## src/hdl/iox_regs.vh

```
// Constants for the I/O expander port and change-alert block
`ifndef IOX_REGS_VH
`define IOX_REGS_VH

`define IOX_PTR_INPUT      8'h00
`define IOX_PTR_OUTPUT     8'h01
`define IOX_PTR_POLARITY   8'h02
`define IOX_PTR_CONFIG     8'h03

`define IOX_RST_OUTPUT     8'hFF
`define IOX_RST_POLARITY   8'h00
`define IOX_RST_CONFIG     8'hFF
`define IOX_RST_PTR        8'h00

`define IOX_CLK_PERIOD_NS  10
`define IOX_ALERT_VALID_NS 4000
`define IOX_ALERT_CLEAR_NS 4000
`define IOX_ALERT_VALID_CYC (`IOX_ALERT_VALID_NS / `IOX_CLK_PERIOD_NS)
`define IOX_ALERT_CLEAR_CYC (`IOX_ALERT_CLEAR_NS / `IOX_CLK_PERIOD_NS)

`endif

```

## src/hdl/iox_sync.v

```verilog
// Two-flop synchroniser for a vector of asynchronous inputs
`timescale 1ns/1ps
module iox_sync #(
	parameter WIDTH = 8
) (
	clk,
	sys_rst,
	ce,
	async_in,
	sync_out
);
	input              clk;
	input              sys_rst;
	input              ce;
	input  [WIDTH-1:0] async_in;
	output [WIDTH-1:0] sync_out;

	reg    [WIDTH-1:0] meta_r;
	reg    [WIDTH-1:0] sync_r;

	assign sync_out = sync_r;

	always @(posedge clk)
	begin
		if (sys_rst)
		begin
			meta_r <= {WIDTH{1'b0}};
			sync_r <= {WIDTH{1'b0}};
		end
		else if (ce)
		begin
			meta_r <= async_in;
			sync_r <= meta_r;
		end
	end
endmodule

```

## src/hdl/iox_port.v

```verilog
// Port pins, direction control and open-drain change alert of an 8-bit I/O expander
//
// Operation
// - Held in reset until supply threshold; then all registers and bus logic default.
// - After reset all eight pins are inputs with drivers off.
// - Output pins driven from output register bit; input pins leave drivers off.
// - Any edge on an input pin raises the alert within 4 us.
// - Alert withdrawn when pin returns to original value or port is read.
// - Read clears alert at ACK/NACK after rising SCL, within 4 us.
// - Pin change during read ACK/NACK pulse may be lost or short.
// - After a clear, every later input change raises the alert again.
// - Transfers to other devices neither set nor clear the alert, except erratum.
// - Transitions on output pins never raise the alert.
// - Switching output to input may raise a false alert on mismatch.
// - Each port read on its own; a read never clears another port's alert.
// - Alert output open drain, active low, pulled high externally.
// - Pointer 00h and another slave acking a read address wrongly clears alert.
// - Alert asserted while any input pin differs from its snapshot taken at the last read clear.
// - Input register tracks pin levels whatever the configured direction.
// - Register pointer persists until a new command byte is written.
`timescale 1ns/1ps
`include "iox_regs.vh"
module iox_port #(
	parameter WIDTH = 8
) (
	clk,
	sys_rst,
	ce,
	por_rise_threshold,
	scl,
	port_pins_in,
	port_pins_out,
	port_pins_oe,
	high_side_driver,
	low_side_driver,
	wr_strobe,
	wr_ptr_strobe,
	wr_data,
	read_ack_self,
	read_ack_other,
	rd_data,
	reg_ptr,
	alert_n_out,
	alert_n_oe
);
	input              clk;
	input              sys_rst;
	input              ce;
	input              por_rise_threshold;
	input              scl;
	input  [WIDTH-1:0] port_pins_in;
	output [WIDTH-1:0] port_pins_out;
	output [WIDTH-1:0] port_pins_oe;
	output [WIDTH-1:0] high_side_driver;
	output [WIDTH-1:0] low_side_driver;
	input              wr_strobe;
	input              wr_ptr_strobe;
	input  [7:0]       wr_data;
	input              read_ack_self;
	input              read_ack_other;
	output [7:0]       rd_data;
	output [7:0]       reg_ptr;
	output             alert_n_out;
	output             alert_n_oe;

	localparam ST_RESET = 2'd0;
	localparam ST_IDLE  = 2'd1;
	localparam ST_CLR   = 2'd2;

	wire   [WIDTH-1:0] pins_s;
	wire   [1:0]       ctl_s;
	wire               scl_s;
	wire               supply_ok;
	wire               hold_rst;
	reg    [1:0]       state_r;
	reg    [1:0]       state_nxt;
	reg    [WIDTH-1:0] out_r;
	reg    [WIDTH-1:0] pol_r;
	reg    [WIDTH-1:0] cfg_r;
	reg    [7:0]       ptr_r;
	reg    [WIDTH-1:0] snap_r;
	reg    [WIDTH-1:0] in_r;
	reg                scl_d_r;
	reg                clr_pend_r;
	reg                alert_oe_r;
	reg                alert_lvl_r;
	reg    [7:0]       rd_r;
	reg    [7:0]       rd_nxt;
	wire   [WIDTH-1:0] mism;
	wire               scl_rise;
	wire               read_clr;
	wire               clr_now;
	wire   [WIDTH-1:0] pin_out_w;
	wire   [WIDTH-1:0] pin_oe_w;
	wire   [WIDTH-1:0] hi_w;
	wire   [WIDTH-1:0] lo_w;

	// Pins, SCL and supply-good flag cross in through two flops
	iox_sync #(.WIDTH(WIDTH)) u_sync_pins (
		.clk      (clk),
		.sys_rst  (sys_rst),
		.ce       (ce),
		.async_in (port_pins_in),
		.sync_out (pins_s)
	);

	iox_sync #(.WIDTH(2)) u_sync_ctl (
		.clk      (clk),
		.sys_rst  (sys_rst),
		.ce       (ce),
		.async_in ({scl, por_rise_threshold}),
		.sync_out (ctl_s)
	);

	assign scl_s     = ctl_s[1];
	assign supply_ok = ctl_s[0];

	// Everything but the state register and the two synchronisers is held at defaults while supply is low
	assign hold_rst  = sys_rst | (ce & (state_r == ST_RESET));

	assign scl_rise  = scl_s & ~scl_d_r;
	assign clr_now   = (state_r == ST_CLR);

	// Mismatch against the snapshot taken at the last read, input pins only
	assign mism      = (pins_s ^ snap_r) & cfg_r;

	// A foreign read clears only while the pointer sits on the input register
	assign read_clr  = read_ack_self |
		(read_ack_other & (ptr_r == `IOX_PTR_INPUT));

	always @*
	begin
		state_nxt = state_r;
		case (state_r)
			ST_RESET:
			begin
				if (supply_ok)
					state_nxt = ST_IDLE;
			end
			ST_IDLE:
			begin
				if (clr_pend_r & scl_rise)
					state_nxt = ST_CLR;
			end
			ST_CLR:
				state_nxt = ST_IDLE;
			default:
				state_nxt = ST_RESET;
		endcase
		if (!supply_ok)
			state_nxt = ST_RESET;
	end

	always @(posedge clk)
	begin
		if (sys_rst)
			state_r <= ST_RESET;
		else if (ce)
			state_r <= state_nxt;
	end

	// Configuration registers and the pointer
	always @(posedge clk)
	begin
		if (hold_rst)
		begin
			out_r <= `IOX_RST_OUTPUT;
			pol_r <= `IOX_RST_POLARITY;
			cfg_r <= `IOX_RST_CONFIG;
			ptr_r <= `IOX_RST_PTR;
		end
		else if (ce)
		begin
			if (wr_ptr_strobe)
				ptr_r <= wr_data;
			else if (wr_strobe)
			begin
				case (ptr_r)
					`IOX_PTR_OUTPUT:   out_r <= wr_data[WIDTH-1:0];
					`IOX_PTR_POLARITY: pol_r <= wr_data[WIDTH-1:0];
					`IOX_PTR_CONFIG:   cfg_r <= wr_data[WIDTH-1:0];
					default:           out_r <= out_r;
				endcase
			end
		end
	end

	// Input register, SCL edge memory and the read-clear machinery
	always @(posedge clk)
	begin
		if (hold_rst)
		begin
			in_r       <= {WIDTH{1'b0}};
			snap_r     <= {WIDTH{1'b0}};
			// Idle level of SCL is high, so no false rise follows reset
			scl_d_r    <= 1'b1;
			clr_pend_r <= 1'b0;
		end
		else if (ce)
		begin
			in_r    <= pins_s;
			scl_d_r <= scl_s;
			// Clear is armed at the ACK/NACK and lands on the following SCL rise
			if (read_clr)
				clr_pend_r <= 1'b1;
			else if (clr_now)
				clr_pend_r <= 1'b0;
			// Snapshot of pins taken at the clear; later edges mismatch again
			if (clr_now)
				snap_r <= pins_s;
		end
	end

	always @*
	begin
		case (ptr_r)
			`IOX_PTR_INPUT:    rd_nxt = in_r ^ pol_r;
			`IOX_PTR_OUTPUT:   rd_nxt = out_r;
			`IOX_PTR_POLARITY: rd_nxt = pol_r;
			`IOX_PTR_CONFIG:   rd_nxt = cfg_r;
			default:           rd_nxt = 8'h00;
		endcase
	end

	always @(posedge clk)
	begin
		if (hold_rst)
			rd_r <= 8'h00;
		else if (ce)
			rd_r <= rd_nxt;
	end

	// Alert pulls low through its enable; the level flop never leaves zero
	always @(posedge clk)
	begin
		if (hold_rst)
		begin
			alert_oe_r  <= 1'b0;
			alert_lvl_r <= 1'b0;
		end
		else if (ce)
		begin
			alert_oe_r  <= (|mism) & ~clr_now;
			alert_lvl_r <= 1'b0;
		end
	end

	// One output stage per pin: both drivers off unless configured as output
	genvar gi;
	generate
		for (gi = 0; gi < WIDTH; gi = gi + 1)
		begin : g_pin
			reg  drv_out_r;
			reg  drv_oe_r;
			reg  drv_hi_r;
			reg  drv_lo_r;
			wire as_out;

			assign as_out = ~cfg_r[gi];

			always @(posedge clk)
			begin
				if (hold_rst)
				begin
					drv_out_r <= 1'b0;
					drv_oe_r  <= 1'b0;
					drv_hi_r  <= 1'b0;
					drv_lo_r  <= 1'b0;
				end
				else if (ce)
				begin
					drv_out_r <= out_r[gi] & as_out;
					drv_oe_r  <= as_out;
					drv_hi_r  <= out_r[gi] & as_out;
					drv_lo_r  <= ~out_r[gi] & as_out;
				end
			end

			assign pin_out_w[gi] = drv_out_r;
			assign pin_oe_w[gi]  = drv_oe_r;
			assign hi_w[gi]      = drv_hi_r;
			assign lo_w[gi]      = drv_lo_r;
		end
	endgenerate

	assign port_pins_out    = pin_out_w;
	assign port_pins_oe     = pin_oe_w;
	assign high_side_driver = hi_w;
	assign low_side_driver  = lo_w;
	assign rd_data          = rd_r;
	assign reg_ptr          = ptr_r;
	assign alert_n_out      = alert_lvl_r;
	assign alert_n_oe       = alert_oe_r;
endmodule

```

## config.mk

```make
export PLATFORM = sky130hd
export DESIGN_NAME = iox_port
export DESIGN_NICKNAME = d
export VERILOG_FILES = /design/src/hdl/iox_sync.v /design/src/hdl/iox_port.v
export VERILOG_INCLUDE_DIRS = /design/src /design/src/hdl
export SDC_FILE = /design/constraint.sdc
export NUM_CORES = 1
export LEC_CHECK = 0
export BUFFER_PORTS_ARGS = -buffer_cell sky130_fd_sc_hd__buf_2
export CORE_UTILIZATION = 25
export DETAILED_ROUTE_END_ITERATION = 10
export PLACE_DENSITY = 0.39
export SETUP_SLACK_MARGIN = 0.02
export SYNTH_ARGS = -nofsm -noshare
export SYNTH_HDL_FRONTEND = slang
export SYNTH_HIERARCHICAL = 1
export SYNTH_SLANG_ARGS = --single-unit
export TNS_END_PERCENT = 100
```

## constraint.sdc

```tcl
create_clock -name clk -period 1.8 [get_ports clk]
set_input_delay 0.36 -clock clk [delete_from_list [all_inputs] [get_ports clk]]
set_output_delay 0.36 -clock clk [all_outputs]
set_load 0.05 [all_outputs]
```

Word-level counts from Yosys, hierarchy flattened --
Index checks and enable logic that the tools add are counted.
Storage, ports and cells: bits in latches 0, bits in registers 105, memories kept 0, ROM bits 0, RAM bits 0
Cells by class: mux-type cells 6, bitwise operators 45, eq/ne operators 6, reductions and logical operators 12, div/mod/pow operators 0, shift operators 0, multiply operators 0, magnitude comparators 0, $add $sub $neg 0
Operators by type and width (number):
- case mux 8 bit (4 select lines) | 1
- bitwise AND 1 bit | 21
- inverter 1 bit | 19
- == test 8 x 2 -> 1 bit (second input constant) | 2
- bitwise XOR 8 bit | 2
- AND reduction 4 bit | 3
- bitwise AND 8 bit | 1
- == test 8 x 1 -> 1 bit (second input constant) | 1
- zero test 8 bit | 1
- AND reduction 2 bit | 4
- OR reduction 8 bit | 1
- two-way mux 2 bit | 2
- case mux 2 bit (2 select lines) | 1
- != test 3 bit (second input constant) | 1
- == test 2 x 1 -> 1 bit (second input constant) | 1
- == test 2 bit (second input constant) | 1
- zero test 2 bit | 1
- two-way mux 1 bit | 2
- OR 1 bit | 2
- nonzero test 2 bit | 1
- OR reduction 2 bit | 1

Depth between registers and ports, before layout --
word-level depth 6, gate-level depth with buffers 6, depth with buffers taken out 4

Modules after synthesis --
Netlist, hierarchy kept.
By module, submodules not included:
- iox_port | times used 1, area each 3898.7 µm², cells each 430
- iox_sync (u_sync_pins) | times used 1, area each 580.6 µm², cells each 52
- iox_sync (u_sync_ctl) | times used 1, area each 140.1 µm², cells each 13

Least setup slack after synthesis --
Ideal clock, no wire load.
path type reg-to-reg, start register ptr_r[3], in the netlist reg_ptr[3], end register out_r[2], period minus slack after synthesis 1.879 ns, stages on the path, launching flop included 6, buffers on the path 1, setup time 0.120 ns, arrival 1.759 ns, setup slack -0.079 ns, cells stage by stage dfxtp_1 > nor4_4 > nand4_4 > buf_6 > o21a_1 > a211o_1
On the way: word-level cells in the longest chain between the ends 2
RTL lines:
- from (decl) | RTL line iox_port.v:80 | reg [7:0] ptr_r;
- from (signal assigned) | RTL line iox_port.v:170 | ptr_r <= `IOX_RST_PTR;
- from (signal assigned) | RTL line iox_port.v:175 | ptr_r <= wr_data;
- == test 8 x 1 -> 1 bit | RTL line iox_port.v:178 | case (ptr_r)
- AND reduction 4 bit (no source line)
- to (signal assigned) | RTL line iox_port.v:167 | out_r <= `IOX_RST_OUTPUT;
- to (signal assigned) | RTL line iox_port.v:179 | `IOX_PTR_OUTPUT: out_r <= wr_data[WIDTH-1:0];
- to (signal assigned) | RTL line iox_port.v:182 | default: out_r <= out_r;
- to (decl) | RTL line iox_port.v:77 | reg [WIDTH-1:0] out_r;
Every way passes these cells. A chain may end at the register's enable or synchronous reset.

Worst setup path after layout --
start register ptr_r[0], in the netlist reg_ptr[0], end output reg_ptr[0]
RTL lines:
- to (decl) | RTL line iox_port.v:62 | output [7:0] reg_ptr;
No word-level cell between the ends.

==> impl_metrics.json <==
{
  "cp-startpoint": "reg_ptr[0]$_SDFFE_PP0P_",
  "cellLeakagePower_nw": 2.31,
  "rrSetupSlack_ns": 0.18,
  "finalSetupTns_ns": 0,
  "synth_edf_count": 0,
  "grtUsageMet2_pct": 20.7,
  "stdcell_area_um2": 5400,
  "synth_top_family_by_area": "simple AND/OR/NAND/NOR gates",
  "final-max-slew-violation-count": 0,
  "antenna_found_initial": 0,
  "end_kind": "primary output",
  "clock-sinks": 105,
  "yosys.area_share.adder_pct": 0,
  "grt.busiest_layer": "met2",
  "yosys.area.top_type": "dfxtp_1",
  "crit_type": "reg -> out",
  "hold_viol": 0,
  "totalWireLength_um": 12000,
  "synthSimpleGateAreaFrac_pct": 17.1,
  "worstSetupStartpointType": "register",
  "overflow": 0,
  "stdcell_count": 769,
  "num_vias": 3434,
  "grt_pass1_vias": 3309,
  "p_per_area_nw_per_um2": 884,
  "ios": 75,
  "ys.flop_type": "dfxtp_1",
  "peakVddDrop_v": 0.000382,
  "worstPathRequired_ns": 1.44,
  "drv_cap": 0,
  "clockRootBuffer": "clkbuf_16",
  "die-area_um2": 19000,
  "syn_area_um2": 4620,
  "num_rows": 49,
  "synth_area_per_cell_um2": 9.33,
  "synth-seq-area-share_pct": 45.5,
  "skew_ns": 0.0126,
  "ys_types": 41,
  "grt_max_degree": 41,
  "ys_ff_latch": 105,
  "die_height_um": 138,
  "cts_buffer_depth": 2,
  "setup_viol": 0,
  "syn_nets": 520,
  "cts_buffers": 9,
  "cts_tree": "built",
  "critPathArrivalTime_ns": 1.27,
  "chipWidth_um": 138,
  "port_buffers": 73,
  "setup_slack_ns": 0.171,
  "reg2regPathDepth": 5,
  "period_minus_slack_ns": 1.63,
  "r2r-end": "out_r[2]$_SDFFE_PP1P_",
  "tightest_slew_ns": 0.494,
  "drive_above_1_share_pct": 22.0,
  "synth.area.top_cells": "dfxtp_1 46%, mux2i_1 14%, nor2_1 5.9%",
  "r2r-start": "reg_ptr[6]$_SDFFE_PP0P_",
  "clock.fmax_mhz": 614,
  "cts-hold-fix-buffers": 0,
  "hpwlAfterDp_um": 8720,
  "endpoint": "reg_ptr[0]",
  "drc_errors": 0,
  "synth-xor-area-share_pct": 3.03,
  "routedWlPerCell_um": 15.5,
  "status": "finished, final reports clean",
  "track_usage_pct": 13.2,
  "ys_warn_count": 6,
  "period_share_pct": 90.5,
  "synth-compound-area-share_pct": 11.5,
  "min_path_type": "in -> reg",
  "grt_pass1_wl_um": 18600,
  "placed_cell_area_um2": 5070,
  "h-tree-depth": 3,
  "slew-limit-headroom_pct": 66.6,
  "synthMuxAreaShare_pct": 13.7,
  "clock_latency_ns": 0.35,
  "path_clk_slew_ns": 0.07,
  "synth.top_cell.area_share_pct": 45.5,
  "grtUsageMet3_pct": 3.18,
  "drtAntennaViolNets": 0,
  "dp_cells": 752,
  "synth-async-reset-ratio_pct": 0,
  "synthCells": 495,
  "globalplace.congestion": 0.797,
  "fin_util_pct": 30.0,
  "viasPerCell": 4.47,
  "global_route.usage.met1_pct": 17.2,
  "cp_max_fo": 9,
  "firstDrtPassIters": 4,
  "antenna_cells": 0,
  "rsz0062_at_grt": "false",
  "yosysMostFrequentCell": "dfxtp_1",
  "finalNetCount": 560,
  "start_util_pct": 25.6,
  "fp.coreArea_um2": 18000,
  "drt_iter0_markers": 170,
  "pre_cts_ws_ns": 0.0855,
  "syn_to_final_growth_pct": 16.9,
  "synth_common_cells": "105 x dfxtp_1, 72 x nor2_1, 63 x mux2i_1, 33 x buf_4, 28 x nand2b_1"
}
repair_timing:
item	in CTS	in global routing
gates resized for setup	0	1
setup buffers	0	1
endpoints found under the hold margin	0	0
setup endpoints to repair	0	16
worst max-delay path, cell delays in order, from the launching register on:
cell and delay, ns:
dfxtp_1 0.44, buf_4 0.20, buf_2 0.28
state kept, by name (all words and copies together), names as in the netlist:
signal / cells
clr_pend_r: 1
g_pin.drv_hi_r: 8
u_sync_pins/sync_out: 8
in_r: 8
scl_d_r: 1
u_sync_ctl/meta_r: 2
out_r: 8
g_pin.drv_lo_r: 8
snap_r: 8
cfg_r: 8
state_r: 2
pol_r: 8
u_sync_pins/meta_r: 8
rd_data: 8
reg_ptr: 8
g_pin.drv_oe_r: 8
u_sync_ctl/sync_out: 2
alert_n_oe: 1
logic make-up (layout without fill, tap and decap cells):
kind of cell    after synthesis  in the layout
compound gates               82             82
xor+xnor                     16             16
buf+inv                      69            114
flops                       105            105
mux                          63             63
other cells                   1              1
simple gates                159            159
area by class of cell:
class,instances,area [µm²]
clock buffer,10,229
inverter,4,15.0
fill,1947,12600
timing repair buffer,94,576
tap,229,287
clock inverter,6,72.6
sequential,105,2110
multi-input combinational,321,2120
cell usage in the layout (no fill, tap or decap), drive strengths merged, types with 9 or more instances in the layout:
cell type and count:
dfxtp 105, a21oi 26, a211o 9, buf 94, nand3 12, mux2i 63
o21ai 10, clkbuf 10, nand2b 28, nor2 72, nand2 27
per-stage QoR:
| stage | power [mW] | hold slack [ns] |
|---|---|---|
| global placement | 2.79 | 0.456 |
| global route | 5.00 | 0.239 |
| finish | 4.77 | 0.245 |
| floorplan | 2.67 | 0.429 |
| detailed placement | 2.79 | 0.464 |
| CTS | 4.87 | 0.231 |
report_power, final:
part	switching, mW	internal, mW
combinational	0.218	0.134
sequential	0.0267	2.36
clock	0.936	1.10
how the worst min path moves through the flow:
stage,slack (ns),from,depth (start not counted),endpoint
floorplan,0.43,sys_rst,1,state_r[0]$_SDFFE_PP0P_
CTS,0.23,scl,3,u_sync_ctl/meta_r[1]$_SDFFE_PP0P_
global placement,0.46,rd_data[0]$_SDFFE_PP0P_,2,rd_data[0]$_SDFFE_PP0P_
detailed placement,0.46,rd_data[7]$_SDFFE_PP0P_,2,rd_data[7]$_SDFFE_PP0P_
global route,0.24,port_pins_in[2],3,u_sync_pins/meta_r[2]$_SDFFE_PP0P_
finish,0.24,scl,3,u_sync_ctl/meta_r[1]$_SDFFE_PP0P_
per-layer routing:
layer	part of all wire, %	up-vias	routed length (µm)
met5	0	-	0
met4	1.4	0	170
met3	3.3	10	396
met1	48	1617	5800
li1	-	1740	-
met2	47	67	5590
No activity file was read; power rests on OpenSTA's default activity.
